[src/logic/tcc_pkg.sv]
// package: register map, fields, reset values and modes of the timer
package tcc_pkg;
    // register byte addresses (byte address = index * 4)
    localparam logic [7:0] ADDR_CTRL    = 8'h00;
    localparam logic [7:0] ADDR_CFG     = 8'h04;
    localparam logic [7:0] ADDR_COUNT   = 8'h08;
    localparam logic [7:0] ADDR_RELOAD  = 8'h0c;
    localparam logic [7:0] ADDR_CAPTURE = 8'h10;
    localparam logic [7:0] ADDR_STATUS  = 8'h14;
    localparam logic [7:0] ADDR_IRQ_EN  = 8'h18;
    localparam logic [7:0] ADDR_IRQ_CLR = 8'h1c;

    // control register field positions
    localparam int CTRL_EN_BIT    = 7;
    localparam int CTRL_POL_BIT   = 6;
    localparam int CTRL_PRE_LSB   = 3;
    localparam int CTRL_MODE_LSB  = 0;
    // configuration register field positions
    localparam int CFG_OUT_EN_BIT = 2;
    localparam int CFG_IRQSEL_LSB = 0;

    localparam logic [7:0]  CTRL_RESET   = 8'h00;
    localparam logic [7:0]  CFG_RESET    = 8'h00;
    localparam logic [15:0] COUNT_RESET  = 16'h0001;
    localparam logic [15:0] RELOAD_RESET = 16'hffff;
    localparam logic [15:0] COUNT_WRAP   = 16'h0001;
    localparam logic [15:0] CAPT_CLEAR   = 16'h0000;

    // status bit positions
    localparam int ST_RELOAD  = 0;
    localparam int ST_CAPTURE = 1;
    localparam int ST_COMPARE = 2;
    localparam int ST_W       = 3;

    typedef enum logic [1:0] {
        TCC_MODE_COMPARE = 2'h0,
        TCC_MODE_CAPTURE = 2'h1,
        TCC_MODE_CMPCNT  = 2'h2,
        TCC_MODE_RSVD    = 2'h3
    } tcc_mode_t;

    typedef enum logic [1:0] {
        TCC_IRQ_BOTH    = 2'h0,
        TCC_IRQ_BOTH2   = 2'h1,
        TCC_IRQ_CAPTURE = 2'h2,
        TCC_IRQ_RELOAD  = 2'h3
    } tcc_irqsel_t;

    // register bus request carried as one bundle
    typedef struct packed {
        logic [7:0]  addr;
        logic [31:0] wdata;
        logic        wr;
        logic        rd;
    } tcc_bus_req_t;
endpackage : tcc_pkg

[src/logic/tcc_edge_sync.sv]
// two-stage synchroniser with rise and fall detection
`timescale 1ns/1ps
`default_nettype none
module tcc_edge_sync (
    input  wire logic sys_clk,
    input  wire logic rst,
    input  wire logic async_in,
    output logic      level,
    output logic      rise,
    output logic      fall
);
    logic meta_q;
    logic sync_q;
    logic last_q;

    // first stage feeds only the second stage
    always_ff @(posedge sys_clk) begin
        if (rst) begin
            meta_q <= 1'b0;
            sync_q <= 1'b0;
            last_q <= 1'b0;
        end else begin
            meta_q <= async_in;
            sync_q <= meta_q;
            last_q <= sync_q;
        end
    end

    // edges seen on the settled copy only
    assign level = sync_q;
    assign rise  = sync_q & ~last_q;
    assign fall  = ~sync_q & last_q;
endmodule : tcc_edge_sync
`default_nettype wire

[src/logic/tcc_timer.sv]
// 16-bit compare / capture / comparator-counter timer with register port
// Functional notes
// - comparator reload: interrupt, count to 0001H
// - output toggles on each comparator reload
// - polarity picks edge and initial level
// - start count only for first pass
// - capture irq: both, capture-only, reload-only
// - capture copies count; reload leaves it
// - capture mode counts once per prescale
// - capture event from timer input pin
// - compare counts clocks toward reload value
// - compare match interrupts, count continues
// - output toggles on each compare match
// - compare count wraps FFFFH to 0000H
// - control holds prescale and initial level
// - comparator count rises one per edge
//
// Chosen here: the address map and strobed register access.
`timescale 1ns/1ps
`default_nettype none
module tcc_timer #(
    parameter int CNT_W = 16
) (
    input  wire logic               sys_clk,
    input  wire logic               rst,
    input  wire tcc_pkg::tcc_bus_req_t bus_req,
    output logic [31:0]             rdata,
    input  wire logic               cmp_out,
    input  wire logic               tin_pin,
    output logic                    tout,
    output logic                    irq
);
    logic [7:0]       ctrl_q;
    logic [7:0]       cfg_q;
    logic [CNT_W-1:0] count_q;
    logic [CNT_W-1:0] count_d;
    logic [CNT_W-1:0] reload_q;
    logic [CNT_W-1:0] capt_q;
    logic [CNT_W-1:0] capt_d;
    logic [6:0]       pre_cnt_q;
    logic [6:0]       pre_cnt_d;
    logic             tout_q;
    logic             tout_d;
    logic [tcc_pkg::ST_W-1:0] status_q;
    logic [tcc_pkg::ST_W-1:0] status_d;
    logic [tcc_pkg::ST_W-1:0] irq_en_q;
    logic [tcc_pkg::ST_W-1:0] ev;
    logic [31:0]      rdata_q;
    logic [31:0]      rd_mux;

    wire logic wr = bus_req.wr;
    wire logic rd = bus_req.rd;

    // register field decode
    wire logic              en     = ctrl_q[tcc_pkg::CTRL_EN_BIT];
    wire logic              pol    = ctrl_q[tcc_pkg::CTRL_POL_BIT];
    wire logic [2:0]        pre    = ctrl_q[tcc_pkg::CTRL_PRE_LSB +: 3];
    wire tcc_pkg::tcc_mode_t mode  =
        tcc_pkg::tcc_mode_t'(ctrl_q[tcc_pkg::CTRL_MODE_LSB +: 2]);
    wire logic              out_en = cfg_q[tcc_pkg::CFG_OUT_EN_BIT];
    wire tcc_pkg::tcc_irqsel_t irqsel =
        tcc_pkg::tcc_irqsel_t'(cfg_q[tcc_pkg::CFG_IRQSEL_LSB +: 2]);

    // prescale divide = 2^pre, up to 128
    function automatic logic [6:0] pre_max(input logic [2:0] p);
        pre_max = 7'((8'h01 << p) - 8'h01);
    endfunction

    // address match for the register port
    function automatic logic hit(input logic [7:0] a, input logic [7:0] r);
        hit = (a == r);
    endfunction

    // synchronised comparator and input pin
    logic cmp_lvl;
    logic cmp_rise;
    logic cmp_fall;
    logic tin_lvl;
    logic tin_rise;
    logic tin_fall;

    tcc_edge_sync u_cmp_sync (
        .sys_clk  (sys_clk),
        .rst      (rst),
        .async_in (cmp_out),
        .level    (cmp_lvl),
        .rise     (cmp_rise),
        .fall     (cmp_fall)
    );

    tcc_edge_sync u_tin_sync (
        .sys_clk  (sys_clk),
        .rst      (rst),
        .async_in (tin_pin),
        .level    (tin_lvl),
        .rise     (tin_rise),
        .fall     (tin_fall)
    );

    // comparator edge of chosen polarity; source must stay under sysclk/4
    wire logic cmp_tick  = pol ? cmp_fall : cmp_rise;
    // capture event on timer input pin, same polarity selection
    wire logic capt_ev   = pol ? tin_fall : tin_rise;
    wire logic pre_tick  = (pre_cnt_q == pre_max(pre));
    wire logic at_reload = (count_q == reload_q);
    wire logic is_cc     = (mode == tcc_pkg::TCC_MODE_CMPCNT);
    wire logic is_cap    = (mode == tcc_pkg::TCC_MODE_CAPTURE);
    wire logic is_cmp    = (mode == tcc_pkg::TCC_MODE_COMPARE);

    // event strobes, all silent while disabled
    wire logic cc_reload  = en & is_cc & cmp_tick & at_reload;
    wire logic cap_reload = en & is_cap & pre_tick & at_reload;
    wire logic cap_take   = en & is_cap & capt_ev;
    wire logic cmp_match  = en & is_cmp & pre_tick & at_reload;
    wire logic cap_irq_ok = (irqsel != tcc_pkg::TCC_IRQ_RELOAD);
    wire logic rel_irq_ok = (irqsel != tcc_pkg::TCC_IRQ_CAPTURE);

    // prescaler runs only while enabled, in every mode but comparator counter
    always_comb begin
        pre_cnt_d = pre_cnt_q;
        if (!en || is_cc || pre_tick) begin
            pre_cnt_d = 7'h00;
        end else begin
            pre_cnt_d = 7'(pre_cnt_q + 7'h01);
        end
    end

    // counter next value
    always_comb begin
        count_d = count_q;
        if (wr && hit(bus_req.addr, tcc_pkg::ADDR_COUNT)) begin
            count_d = bus_req.wdata[CNT_W-1:0];
        end else if (!en) begin
            count_d = count_q;
        end else if (is_cc && cmp_tick) begin
            if (at_reload) begin
                count_d = tcc_pkg::COUNT_WRAP;
            end else begin
                count_d = CNT_W'(count_q + 1'b1);
            end
        end else if (is_cap && pre_tick) begin
            if (at_reload) begin
                count_d = tcc_pkg::COUNT_WRAP;
            end else begin
                count_d = CNT_W'(count_q + 1'b1);
            end
        end else if (is_cmp && pre_tick) begin
            // no reset at match; natural wrap to zero
            count_d = CNT_W'(count_q + 1'b1);
        end
    end

    // capture register: only capture events or software touch it
    always_comb begin
        capt_d = capt_q;
        if (cap_take) begin
            capt_d = count_q;
        end else if (wr && hit(bus_req.addr, tcc_pkg::ADDR_CAPTURE)) begin
            capt_d = bus_req.wdata[CNT_W-1:0];
        end
    end

    // output level: polarity sets it while disabled, toggles on events
    always_comb begin
        tout_d = tout_q;
        if (!en) begin
            tout_d = pol;
        end else if (out_en && (cc_reload || cmp_match)) begin
            tout_d = ~tout_q;
        end
    end

    // sticky events; set wins over a same-cycle clear
    assign ev[tcc_pkg::ST_RELOAD]  = cc_reload | (cap_reload & rel_irq_ok);
    assign ev[tcc_pkg::ST_CAPTURE] = cap_take & cap_irq_ok;
    assign ev[tcc_pkg::ST_COMPARE] = cmp_match;

    always_comb begin
        status_d = status_q;
        if (wr && hit(bus_req.addr, tcc_pkg::ADDR_IRQ_CLR)) begin
            status_d = status_q & ~bus_req.wdata[tcc_pkg::ST_W-1:0];
        end
        status_d = status_d | ev;
    end

    // read data mux; unmapped addresses read zero
    always_comb begin
        rd_mux = 32'h0000_0000;
        case (bus_req.addr)
            tcc_pkg::ADDR_CTRL:    rd_mux[7:0] = ctrl_q;
            tcc_pkg::ADDR_CFG:     rd_mux[7:0] = cfg_q;
            tcc_pkg::ADDR_COUNT:   rd_mux[CNT_W-1:0] = count_q;
            tcc_pkg::ADDR_RELOAD:  rd_mux[CNT_W-1:0] = reload_q;
            tcc_pkg::ADDR_CAPTURE: rd_mux[CNT_W-1:0] = capt_q;
            tcc_pkg::ADDR_STATUS:  rd_mux[tcc_pkg::ST_W-1:0] = status_q;
            tcc_pkg::ADDR_IRQ_EN:  rd_mux[tcc_pkg::ST_W-1:0] = irq_en_q;
            default:               rd_mux = 32'h0000_0000;
        endcase
    end

    // configuration registers; software keeps timer off while editing
    always_ff @(posedge sys_clk) begin
        if (rst) begin
            ctrl_q   <= tcc_pkg::CTRL_RESET;
            cfg_q    <= tcc_pkg::CFG_RESET;
            reload_q <= tcc_pkg::RELOAD_RESET;
            irq_en_q <= '0;
        end else if (wr) begin
            if (hit(bus_req.addr, tcc_pkg::ADDR_CTRL)) begin
                ctrl_q <= bus_req.wdata[7:0];
            end
            if (hit(bus_req.addr, tcc_pkg::ADDR_CFG)) begin
                cfg_q <= bus_req.wdata[7:0];
            end
            if (hit(bus_req.addr, tcc_pkg::ADDR_RELOAD)) begin
                reload_q <= bus_req.wdata[CNT_W-1:0];
            end
            if (hit(bus_req.addr, tcc_pkg::ADDR_IRQ_EN)) begin
                irq_en_q <= bus_req.wdata[tcc_pkg::ST_W-1:0];
            end
        end
    end

    // datapath state
    always_ff @(posedge sys_clk) begin
        if (rst) begin
            count_q   <= tcc_pkg::COUNT_RESET;
            capt_q    <= tcc_pkg::CAPT_CLEAR;
            pre_cnt_q <= 7'h00;
            tout_q    <= 1'b0;
            status_q  <= '0;
            rdata_q   <= 32'h0000_0000;
        end else begin
            count_q   <= count_d;
            capt_q    <= capt_d;
            pre_cnt_q <= pre_cnt_d;
            tout_q    <= tout_d;
            status_q  <= status_d;
            rdata_q   <= rd ? rd_mux : 32'h0000_0000;
        end
    end

    assign rdata = rdata_q;
    assign tout  = tout_q;
    assign irq   = |(status_q & irq_en_q);
endmodule : tcc_timer
`default_nettype wire

[config.mk]
export PLATFORM = sky130hd
export DESIGN_NAME = tcc_timer
export DESIGN_NICKNAME = d
export VERILOG_FILES = /design/src/logic/tcc_pkg.sv /design/src/logic/tcc_edge_sync.sv /design/src/logic/tcc_timer.sv
export SDC_FILE = /design/constraint.sdc
export NUM_CORES = 1
export LEC_CHECK = 0
export ABC_AREA = 1
export BUFFER_PORTS_ARGS = -buffer_cell sky130_fd_sc_hd__buf_2
export CAP_MARGIN = 0
export CORE_UTILIZATION = 55
export CTS_BUF_LIST = sky130_fd_sc_hd__clkbuf_4
export CTS_CLUSTER_DIAMETER = 100
export CTS_CLUSTER_SIZE = 8
export DETAILED_ROUTE_END_ITERATION = 8
export PLACE_DENSITY = 0.85
export SYNTH_ARGS = -nofsm -noshare
export SYNTH_HDL_FRONTEND = slang
export SYNTH_SLANG_ARGS = --single-unit
[constraint.sdc]
create_clock -name sys_clk -period 2.4 [get_ports sys_clk]
set_input_delay 0.12 -clock sys_clk [delete_from_list [all_inputs] [get_ports sys_clk]]
set_output_delay 0.12 -clock sys_clk [all_outputs]
set_load 0.01 [all_outputs]
==> summary.txt, run 1 <==
Drt
  • DRT iter0 DRCs: 571
  • Vias: 5396
  • Routed wire length: approximately 15000 microns
  • Drt drc: 0
  • Via density: between 5 and 6
  • Iteration count of the initial detailed-routing pass: 6
  • Post-DRT Antenna Nets: 0
  • Wire per inst: around 15 microns

Placement
  • DP HPWL: 10500 microns
  • Port bufs: 47
  • Post-DP Area: roughly 5700 sq um
  • Pre-CTS WS: between 0.1 and 0.15 ns
  • Gpl congestion: 0.956

Synth
  • Post-synthesis cell count: 762
  • Post-synth EDFFs: 0
  • Synth area leaders: dfxtp_1, nand2_1, o21ai_0, inv_1, nor2_1
  • Synth top area share: 37.4%
  • Adder-Cell Fraction of Synth Area: less than 1%
  • Register area share after synthesis: a little under two fifths
  • Main combinational cell family by area after synthesis: simple AND/OR/NAND/NOR gates
  • Count leader, synth: nand2_1
  • Async SR Flop Fraction: 0%
  • Synth Area in XOR/XNOR: 2.78%
  • Simple-gate share of the synthesized area: 29.3%
  • Mux contribution to synthesized area: 0%
  • Synth unique cells: 44
  • Synth cell count leaders: nand2_1, dfxtp_1, inv_1
  • Dominant cell type by area after synthesis: dfxtp_1
  • Synthesized cell area: ~5400 sq um
  • Post-synth top flop: dfxtp_1
  • Warnings from Yosys: 0
  • Synth Register Bits: 100
  • Synth Area in Compound Gates: a little under a fifth
  • Syn_area_per_cell: 7.02 sq um

Power
  • Net Sw Frac: 28.0%
  • Pwr dens: 458 nW/um^2
  • Part of the power in registers: 61.0%
  • Logic pwr share: around 5.8%
  • Worst VDD drop: 0.000331 V
  • Design Power: 0.00275 W
  • Clk network pwr share: 33.3%
  • NetSw: 0.000770 W
  • Leakage: 2.54 nW
  • Internal power: ~0.0020 W

Global route
  • Remaining global-route overflow: 0
  • Initial antenna violation count: 0
  • Largest net degree at the start of global routing: 34
  • First-pass GRT wire length: 24200 microns
  • Vias in the first global route: 5085
  • GRT Total Usage: 30.5%

STA
  • Final Hold Vio Count: 0
  • Final setup viols: 0
  • Fin. max-slew vios: 0
  • Relative slew slack: 59.1%
  • Setup ws final: 0.174 ns
  • Worst slew pin tran: 0.608 ns
  • Setup Skew: 0.0162 ns
  • Max Freq: 449 MHz
  • Fin crit share: 92.7%
  • Crit path time final: 2.23 ns
  • Final hold slack: between 0.04 and 0.05 ns
  • Fin Setup TNS: 0 ns
  • RSZ-0062 raised after global routing: false

Clock tree
  • CTS Buf Count: 9
  • # clock sinks: 100
  • Clock transition at path regs: 0.18 ns
  • Worst-Skew Late Latency: 0.47 ns
  • CTS tree: yes
  • Max Buffers Root-to-Sink: 2
  • CTS root buf: clkbuf_4
  • Htree depth: 3

Cells and area
  • Layout cells sized above 1: about 16%
  • Layout net count: 873
  • Area Growth Syn to Fin: 12.0%
  • Cell area after layout: 5990 sq um
  • N_diodes: 0
  • Fillers: about 800

Outcome
  • Status: finished clean

Die
  • # rows: 35
  • Initial Util: 57.4%
  • Full die area: 10100 sq um
  • # IOs: 80
  • Core area: 9330 sq um
  • Die Ht: 101 microns
  • Die Wd: slightly above 100 microns

Critical path
  • CP Launch Type: register
  • Worst Path Arrival: 2.63 ns
  • CP endpoint kind: register
  • CP max stage delay: 0.40 ns
  • CP Max Fanout: 6
  • Class of the most critical setup path: register to register
  • Crit-path slowest cell: dfxtp_2
  • Most used cell, CP: nand2_1
  • Crit-path cells: nor2_4, nand2_2, ha_2, inv_1, nand2_1, nand2_1, nand2_1, nand2_1, nand3_2, nor2_4, nand3_2, nand2_4, nand2_4, nor2_8, nand3_2, a21oi_2
  • Crit path required time: between 2 and 3 ns

Run
  • Max-cap violations: 0

Worst hold path
  • Hold WC Path Type: input port to register
==> power by group through the flow <==
stage,Sequential (W),Combinational [W],Clock [W]
3_3_place_gp,0.00171,0.000127,0
6_report,0.00167,0.000158,0.000914
5_1_grt,0.00168,0.000172,0.000986
4_1_cts,0.00167,0.000154,0.000919
3_5_place_dp,0.00171,0.000131,0
2_1_floorplan,0.00171,0.0000912,0
==> cell families (layout without fill, tap and decap cells) <==
family                   count (synthesis)  in the layout
AND/OR/NAND/NOR                        336            336
AO/OA/AOI/OAI                          166            166
buffers and inverters                  139            191
flip-flops                             100            100
XOR/XNOR                                17             17
adder cells (fa/ha/maj)                  3              3
other                                    1             16
==> flip-flops by register name, summed over array words and instances, names as in the netlist <==
signal,flops
capt_q,16
cfg_q,8
count_q,16
ctrl_q,8
irq_en_q,3
pre_cnt_q,7
rdata,16
reload_q,16
status_q,3
tout,1
u_cmp_sync.last_q,1
u_cmp_sync.level,1
u_cmp_sync.meta_q,1
u_tin_sync.last_q,1
u_tin_sync.level,1
u_tin_sync.meta_q,1
==> critical path: cells and delay by family (launching register included) <==
kind,cells,cell delay (ns)
compound gates,1,0.11
buf+inv,1,0.08
fa+ha+maj,1,0.22
flops,1,0.40
simple gates,13,1.37
==> final timing paths <==
check | depth (start not counted) | end | slack [ns] | startpoint
worst max-delay path | 16 | count_q[15] | 0.17 | ctrl_q[3]
worst min-delay path | 5 | rdata[13] | 0.04 | bus_req[0]
worst max register to register | 16 | count_q[15] | 0.17 | ctrl_q[3]
worst min register to register | 2 | u_tin_sync.level | 0.41 | u_tin_sync.meta_q
==> final cells by class <==
cell class | instances | area, sq um | area share, %
Inverter | 95 | 363 | 6.06
Sequential cell | 100 | 2000 | 33.5
Multi-Input combinational cell | 538 | 2790 | 46.5
Tap cell | 129 | 161 | 2.69
Clock inverter | 7 | 78.8 | 1.32
Clock buffer | 9 | 67.6 | 1.13
Timing Repair Buffer | 80 | 528 | 8.81
==> metrics by stage <==
stage          util (%)  cells
6_report           64.2    958
5_1_grt            64.2    958
4_1_cts            64.2    958
3_5_place_dp       60.7    924
3_3_place_gp       60.7    924
2_1_floorplan         -    777
==> per-layer routing <==
layer | part of all wire [%] | global-route usage, % | vias up
met5 | 0 | 0 | -
met1 | 40 | 38.6 | 2440
met4 | 3.6 | 14.3 | 0
li1 | - | - | 2587
met3 | 11 | 7.49 | 61
met2 | 46 | 49.0 | 308
==> timing repair <==
action,in CTS,in global routing
endpoints found under the hold margin,41,0
gates resized for setup,0,4
setup endpoints to repair,0,17
hold buffers,18,0
setup buffers,0,0
==> placed cells by master (no fill, tap or decap), drive strengths merged <==
cell / instances
nor2: 69
o21ai: 66
clkbuf: 9
conb: 16
xor2: 6
and2: 1
ha: 3
a21oi: 46
o22ai: 4
buf: 62
or2: 1
nand4: 7
clkinv: 9
nand3: 51
a32o: 2
o211ai: 11
a31oi: 25
o221ai: 3
nand2: 195
nand3b: 1
a211oi: 1
inv: 93
dlygate4sd3: 18
dfxtp: 100
nor3: 11
o21a: 1
a221oi: 7
xnor2: 11
Power figures use the tool's default switching activity.
==> run 2, diff against run 1 <==
--- a/config.mk
+++ b/config.mk
@@ -8,12 +8,13 @@
 export ABC_AREA = 1
 export BUFFER_PORTS_ARGS = -buffer_cell sky130_fd_sc_hd__buf_2
 export CAP_MARGIN = 0
-export CORE_UTILIZATION = 55
+export CORE_MARGIN = 10
+export CORE_UTILIZATION = 54
 export CTS_BUF_LIST = sky130_fd_sc_hd__clkbuf_4
 export CTS_CLUSTER_DIAMETER = 100
 export CTS_CLUSTER_SIZE = 8
 export DETAILED_ROUTE_END_ITERATION = 8
-export PLACE_DENSITY = 0.85
+export PLACE_DENSITY = 0.87
 export SYNTH_ARGS = -nofsm -noshare
 export SYNTH_HDL_FRONTEND = slang
 export SYNTH_SLANG_ARGS = --single-unit
==> constraint.sdc (replaced) <==
create_clock -name sys_clk -period 2 [get_ports sys_clk]
set_input_delay 0.1 -clock sys_clk [delete_from_list [all_inputs] [get_ports sys_clk]]
set_output_delay 0.1 -clock sys_clk [all_outputs]
set_load 0.01 [all_outputs]
==> summary.txt, run 2 (synthesis results as in run 1) <==
Outcome
  • Status: finished with violations (was finished clean)
  • Failing checks: setup timing

Die
  • Die Wd: 120 microns (was 101 microns)
  • Die Ht: 120 microns (was 101 microns)
  • Initial Util: 55.0% (was 57.4%)
  • Core area: 9730 sq um (was 9330 sq um)
  • # rows: 36 (was 35)
  • Full die area: 14300 sq um (was 10100 sq um)
  • # IOs: 80 (unchanged)

Drt
  • DRT iter0 DRCs: 604 (was 571)
  • Iteration count of the initial detailed-routing pass: 7 (was 6)
  • Via density: 5.54 (was 5.63)
  • Wire per inst: 15.7 microns (was 15.3 microns)
  • Routed wire length: 15500 microns (was 14600 microns)
  • Drt drc: 0 (unchanged)
  • Post-DRT Antenna Nets: 0 (unchanged)
  • Vias: 5491 (was 5396)

Critical path
  • Crit path launch: ctrl_q[3] (unchanged)
  • CP Max Fanout: 9 (was 6)
  • Worst Path Arrival: 2.61 ns (was 2.63 ns)
  • RR Startpoint: ctrl_q[3] (unchanged)
  • Most used cell, CP: nor2_4 (was nand2_1)
  • Crit-path slowest cell: dfxtp_4 (was dfxtp_2)
  • Crit path required time: 2.44 ns (was 2.81 ns)
  • CP Launch Type: register (unchanged)
  • Class of the most critical setup path: register to register (unchanged)
  • Crit-path cells: nor2_4, nand2_2, ha_4, nand2_1, inv_1, nor2_1, nand2_1, nor2_2, nand3_2, nor2_4, nand3_2, nand2_4, nor2_4, inv_4, buf_4, o21ai_0, a21oi_1 (was nor2_4, nand2_2, ha_2, inv_1, nand2_1, nand2_1, nand2_1, nand2_1, nand3_2, nor2_4, nand3_2, nand2_4, nand2_4, nor2_8, nand3_2, a21oi_2)
  • CP endpoint kind: register (unchanged)
  • CP max stage delay: 0.39 ns (was 0.40 ns)

Placement
  • Port bufs: 47 (unchanged)
  • Dpl cells: 948 (was 924)
  • Gpl congestion: 0.977 (was 0.956)
  • DP HPWL: 11100 microns (was 10500 microns)
  • Post-DP Area: 5830 sq um (was 5660 sq um)

Global route
  • GRT Total Usage: 20.8% (was 30.5%)
  • Vias in the first global route: 4964 (was 5085)
  • Remaining global-route overflow: 0 (unchanged)
  • Largest net degree at the start of global routing: 32 (was 34)
  • First-pass GRT wire length: 24600 microns (was 24200 microns)
  • Initial antenna violation count: 0 (unchanged)

Clock tree
  • # clock sinks: 100 (unchanged)
  • Worst-Skew Late Latency: 0.50 ns (was 0.47 ns)
  • Clock transition at path regs: 0.17 ns (was 0.18 ns)
  • CTS root buf: clkbuf_4 (unchanged)
  • Htree depth: 3 (unchanged)
  • CTS Buf Count: 9 (unchanged)
  • Max Buffers Root-to-Sink: 2 (unchanged)
  • CTS tree: yes (unchanged)

Cells and area
  • Most common cell after layout, fill and taps aside: nand2_1 (unchanged)
  • Layout cells sized above 1: 19.8% (was 16.3%)
  • Fin cells: 991 (was 958)
  • Most frequent cells in the layout: nand2_1, dfxtp_1, inv_1 (unchanged)
  • N_diodes: 0 (unchanged)
  • Fin util: 64.3% (was 64.2%)
  • Cell area after layout: 6260 sq um (was 5990 sq um)
  • Area Growth Syn to Fin: 17.0% (was 12.0%)
  • Layout net count: 903 (was 873)

Power
  • NetSw: 0.000861 W (was 0.000770 W)
  • Leakage: 2.70 nW (was 2.54 nW)
  • Internal power: 0.00247 W (was 0.00198 W)
  • Part of the power in registers: 60.3% (was 61.0%)
  • Logic pwr share: 6.3% (was 5.8%)
  • Clk network pwr share: 33.5% (was 33.3%)
  • Pwr dens: 532 nW/um^2 (was 458 nW/um^2)
  • Worst VDD drop: 0.000345 V (was 0.000331 V)
  • Net Sw Frac: 25.9% (was 28.0%)

STA
  • Max Freq: 462 MHz (was 449 MHz)
  • RSZ-0062 raised after global routing: true (was false)
  • Fin. max-slew vios: 0 (unchanged)
  • Relative slew slack: 56.1% (was 59.1%)
  • Crit path time final: 2.17 ns (was 2.23 ns)
  • Final hold slack: 0.0210 ns (was 0.0445 ns)
  • Worst slew pin tran: 0.654 ns (was 0.608 ns)
  • Fin Setup TNS: -1.69 ns (was 0 ns)
  • Final setup viols: 19 (was 0)
  • Final Hold Vio Count: 0 (unchanged)
  • Setup ws final: -0.167 ns (was 0.174 ns)
  • Fin crit share: 108% (was 92.7%)
  • Setup Skew: 0.0284 ns (was 0.0162 ns)

Run
  • Max-cap violations: 0 (unchanged)

Worst hold path
  • Hold WC Path Type: input port to register (unchanged)
  • Hold path start: rst (was bus_req[0])
run 2: layout make-up:
type                    count  area (sq um)
repair buffers            110           757
clock inverters             6          71.3
inverters                  95           363
well taps                 133           166
clock buffers               9          67.6
multi-input cells         538          2830
fillers                   806          3470
flip-flops and latches    100          2010
run 2: power groups by stage:
stage / Combinational [W] / Clock [W] / Sequential, W
floorplan: 0.000110 / 0 / 0.00205
detailed placement: 0.000163 / 0 / 0.00205
global placement: 0.000161 / 0 / 0.00205
global route: 0.000224 / 0.00119 / 0.00201
CTS: 0.000195 / 0.00112 / 0.00201
finish: 0.000209 / 0.00111 / 0.00201
run 2: worst max-delay path, delay by kind of cell (launching register included):
family          cells  cell delay (ns)
simple gates       11             1.08
flops               1             0.39
buf+inv             3             0.25
fa+ha+maj           1             0.24
compound gates      2             0.18
run 2: repair_timing:
action	in CTS	in global routing
hold endpoints to repair	57	0
hold buffers	18	0
buffers inserted	7	3
resized for setup	6	14
pin swaps	4	2
endpoints found under the setup margin	17	25
run 2: path summary, 6_finish.rpt:
kind / end / slack [ns] / depth (start not counted)
hold reg to reg: u_cmp_sync.level / 0.41 / 2
hold / removal: count_q[10] / 0.02 / 3
setup reg to reg: count_q[1] / -0.17 / 17
setup / recovery: count_q[1] / -0.17 / 17
run 2: per-layer routing:
metal,vias to the layer above,part of all wire (%),wire (microns),global-route usage [%]
met3,70,11,1740,6.38
li1,2654,-,-,-
met5,-,0,0,0
met2,334,46,7080,32.9
met1,2433,39,6080,25.1
met4,0,4.0,628,10.6
run 2: stage by stage:
step           setup slack (ns)  total power [W]
2_1_floorplan          -0.00867          0.00216
3_3_place_gp            -0.0314          0.00221
3_5_place_dp            -0.0895          0.00221
4_1_cts                 -0.0758          0.00333
5_1_grt                  -0.347          0.00342
6_report                 -0.167          0.00333
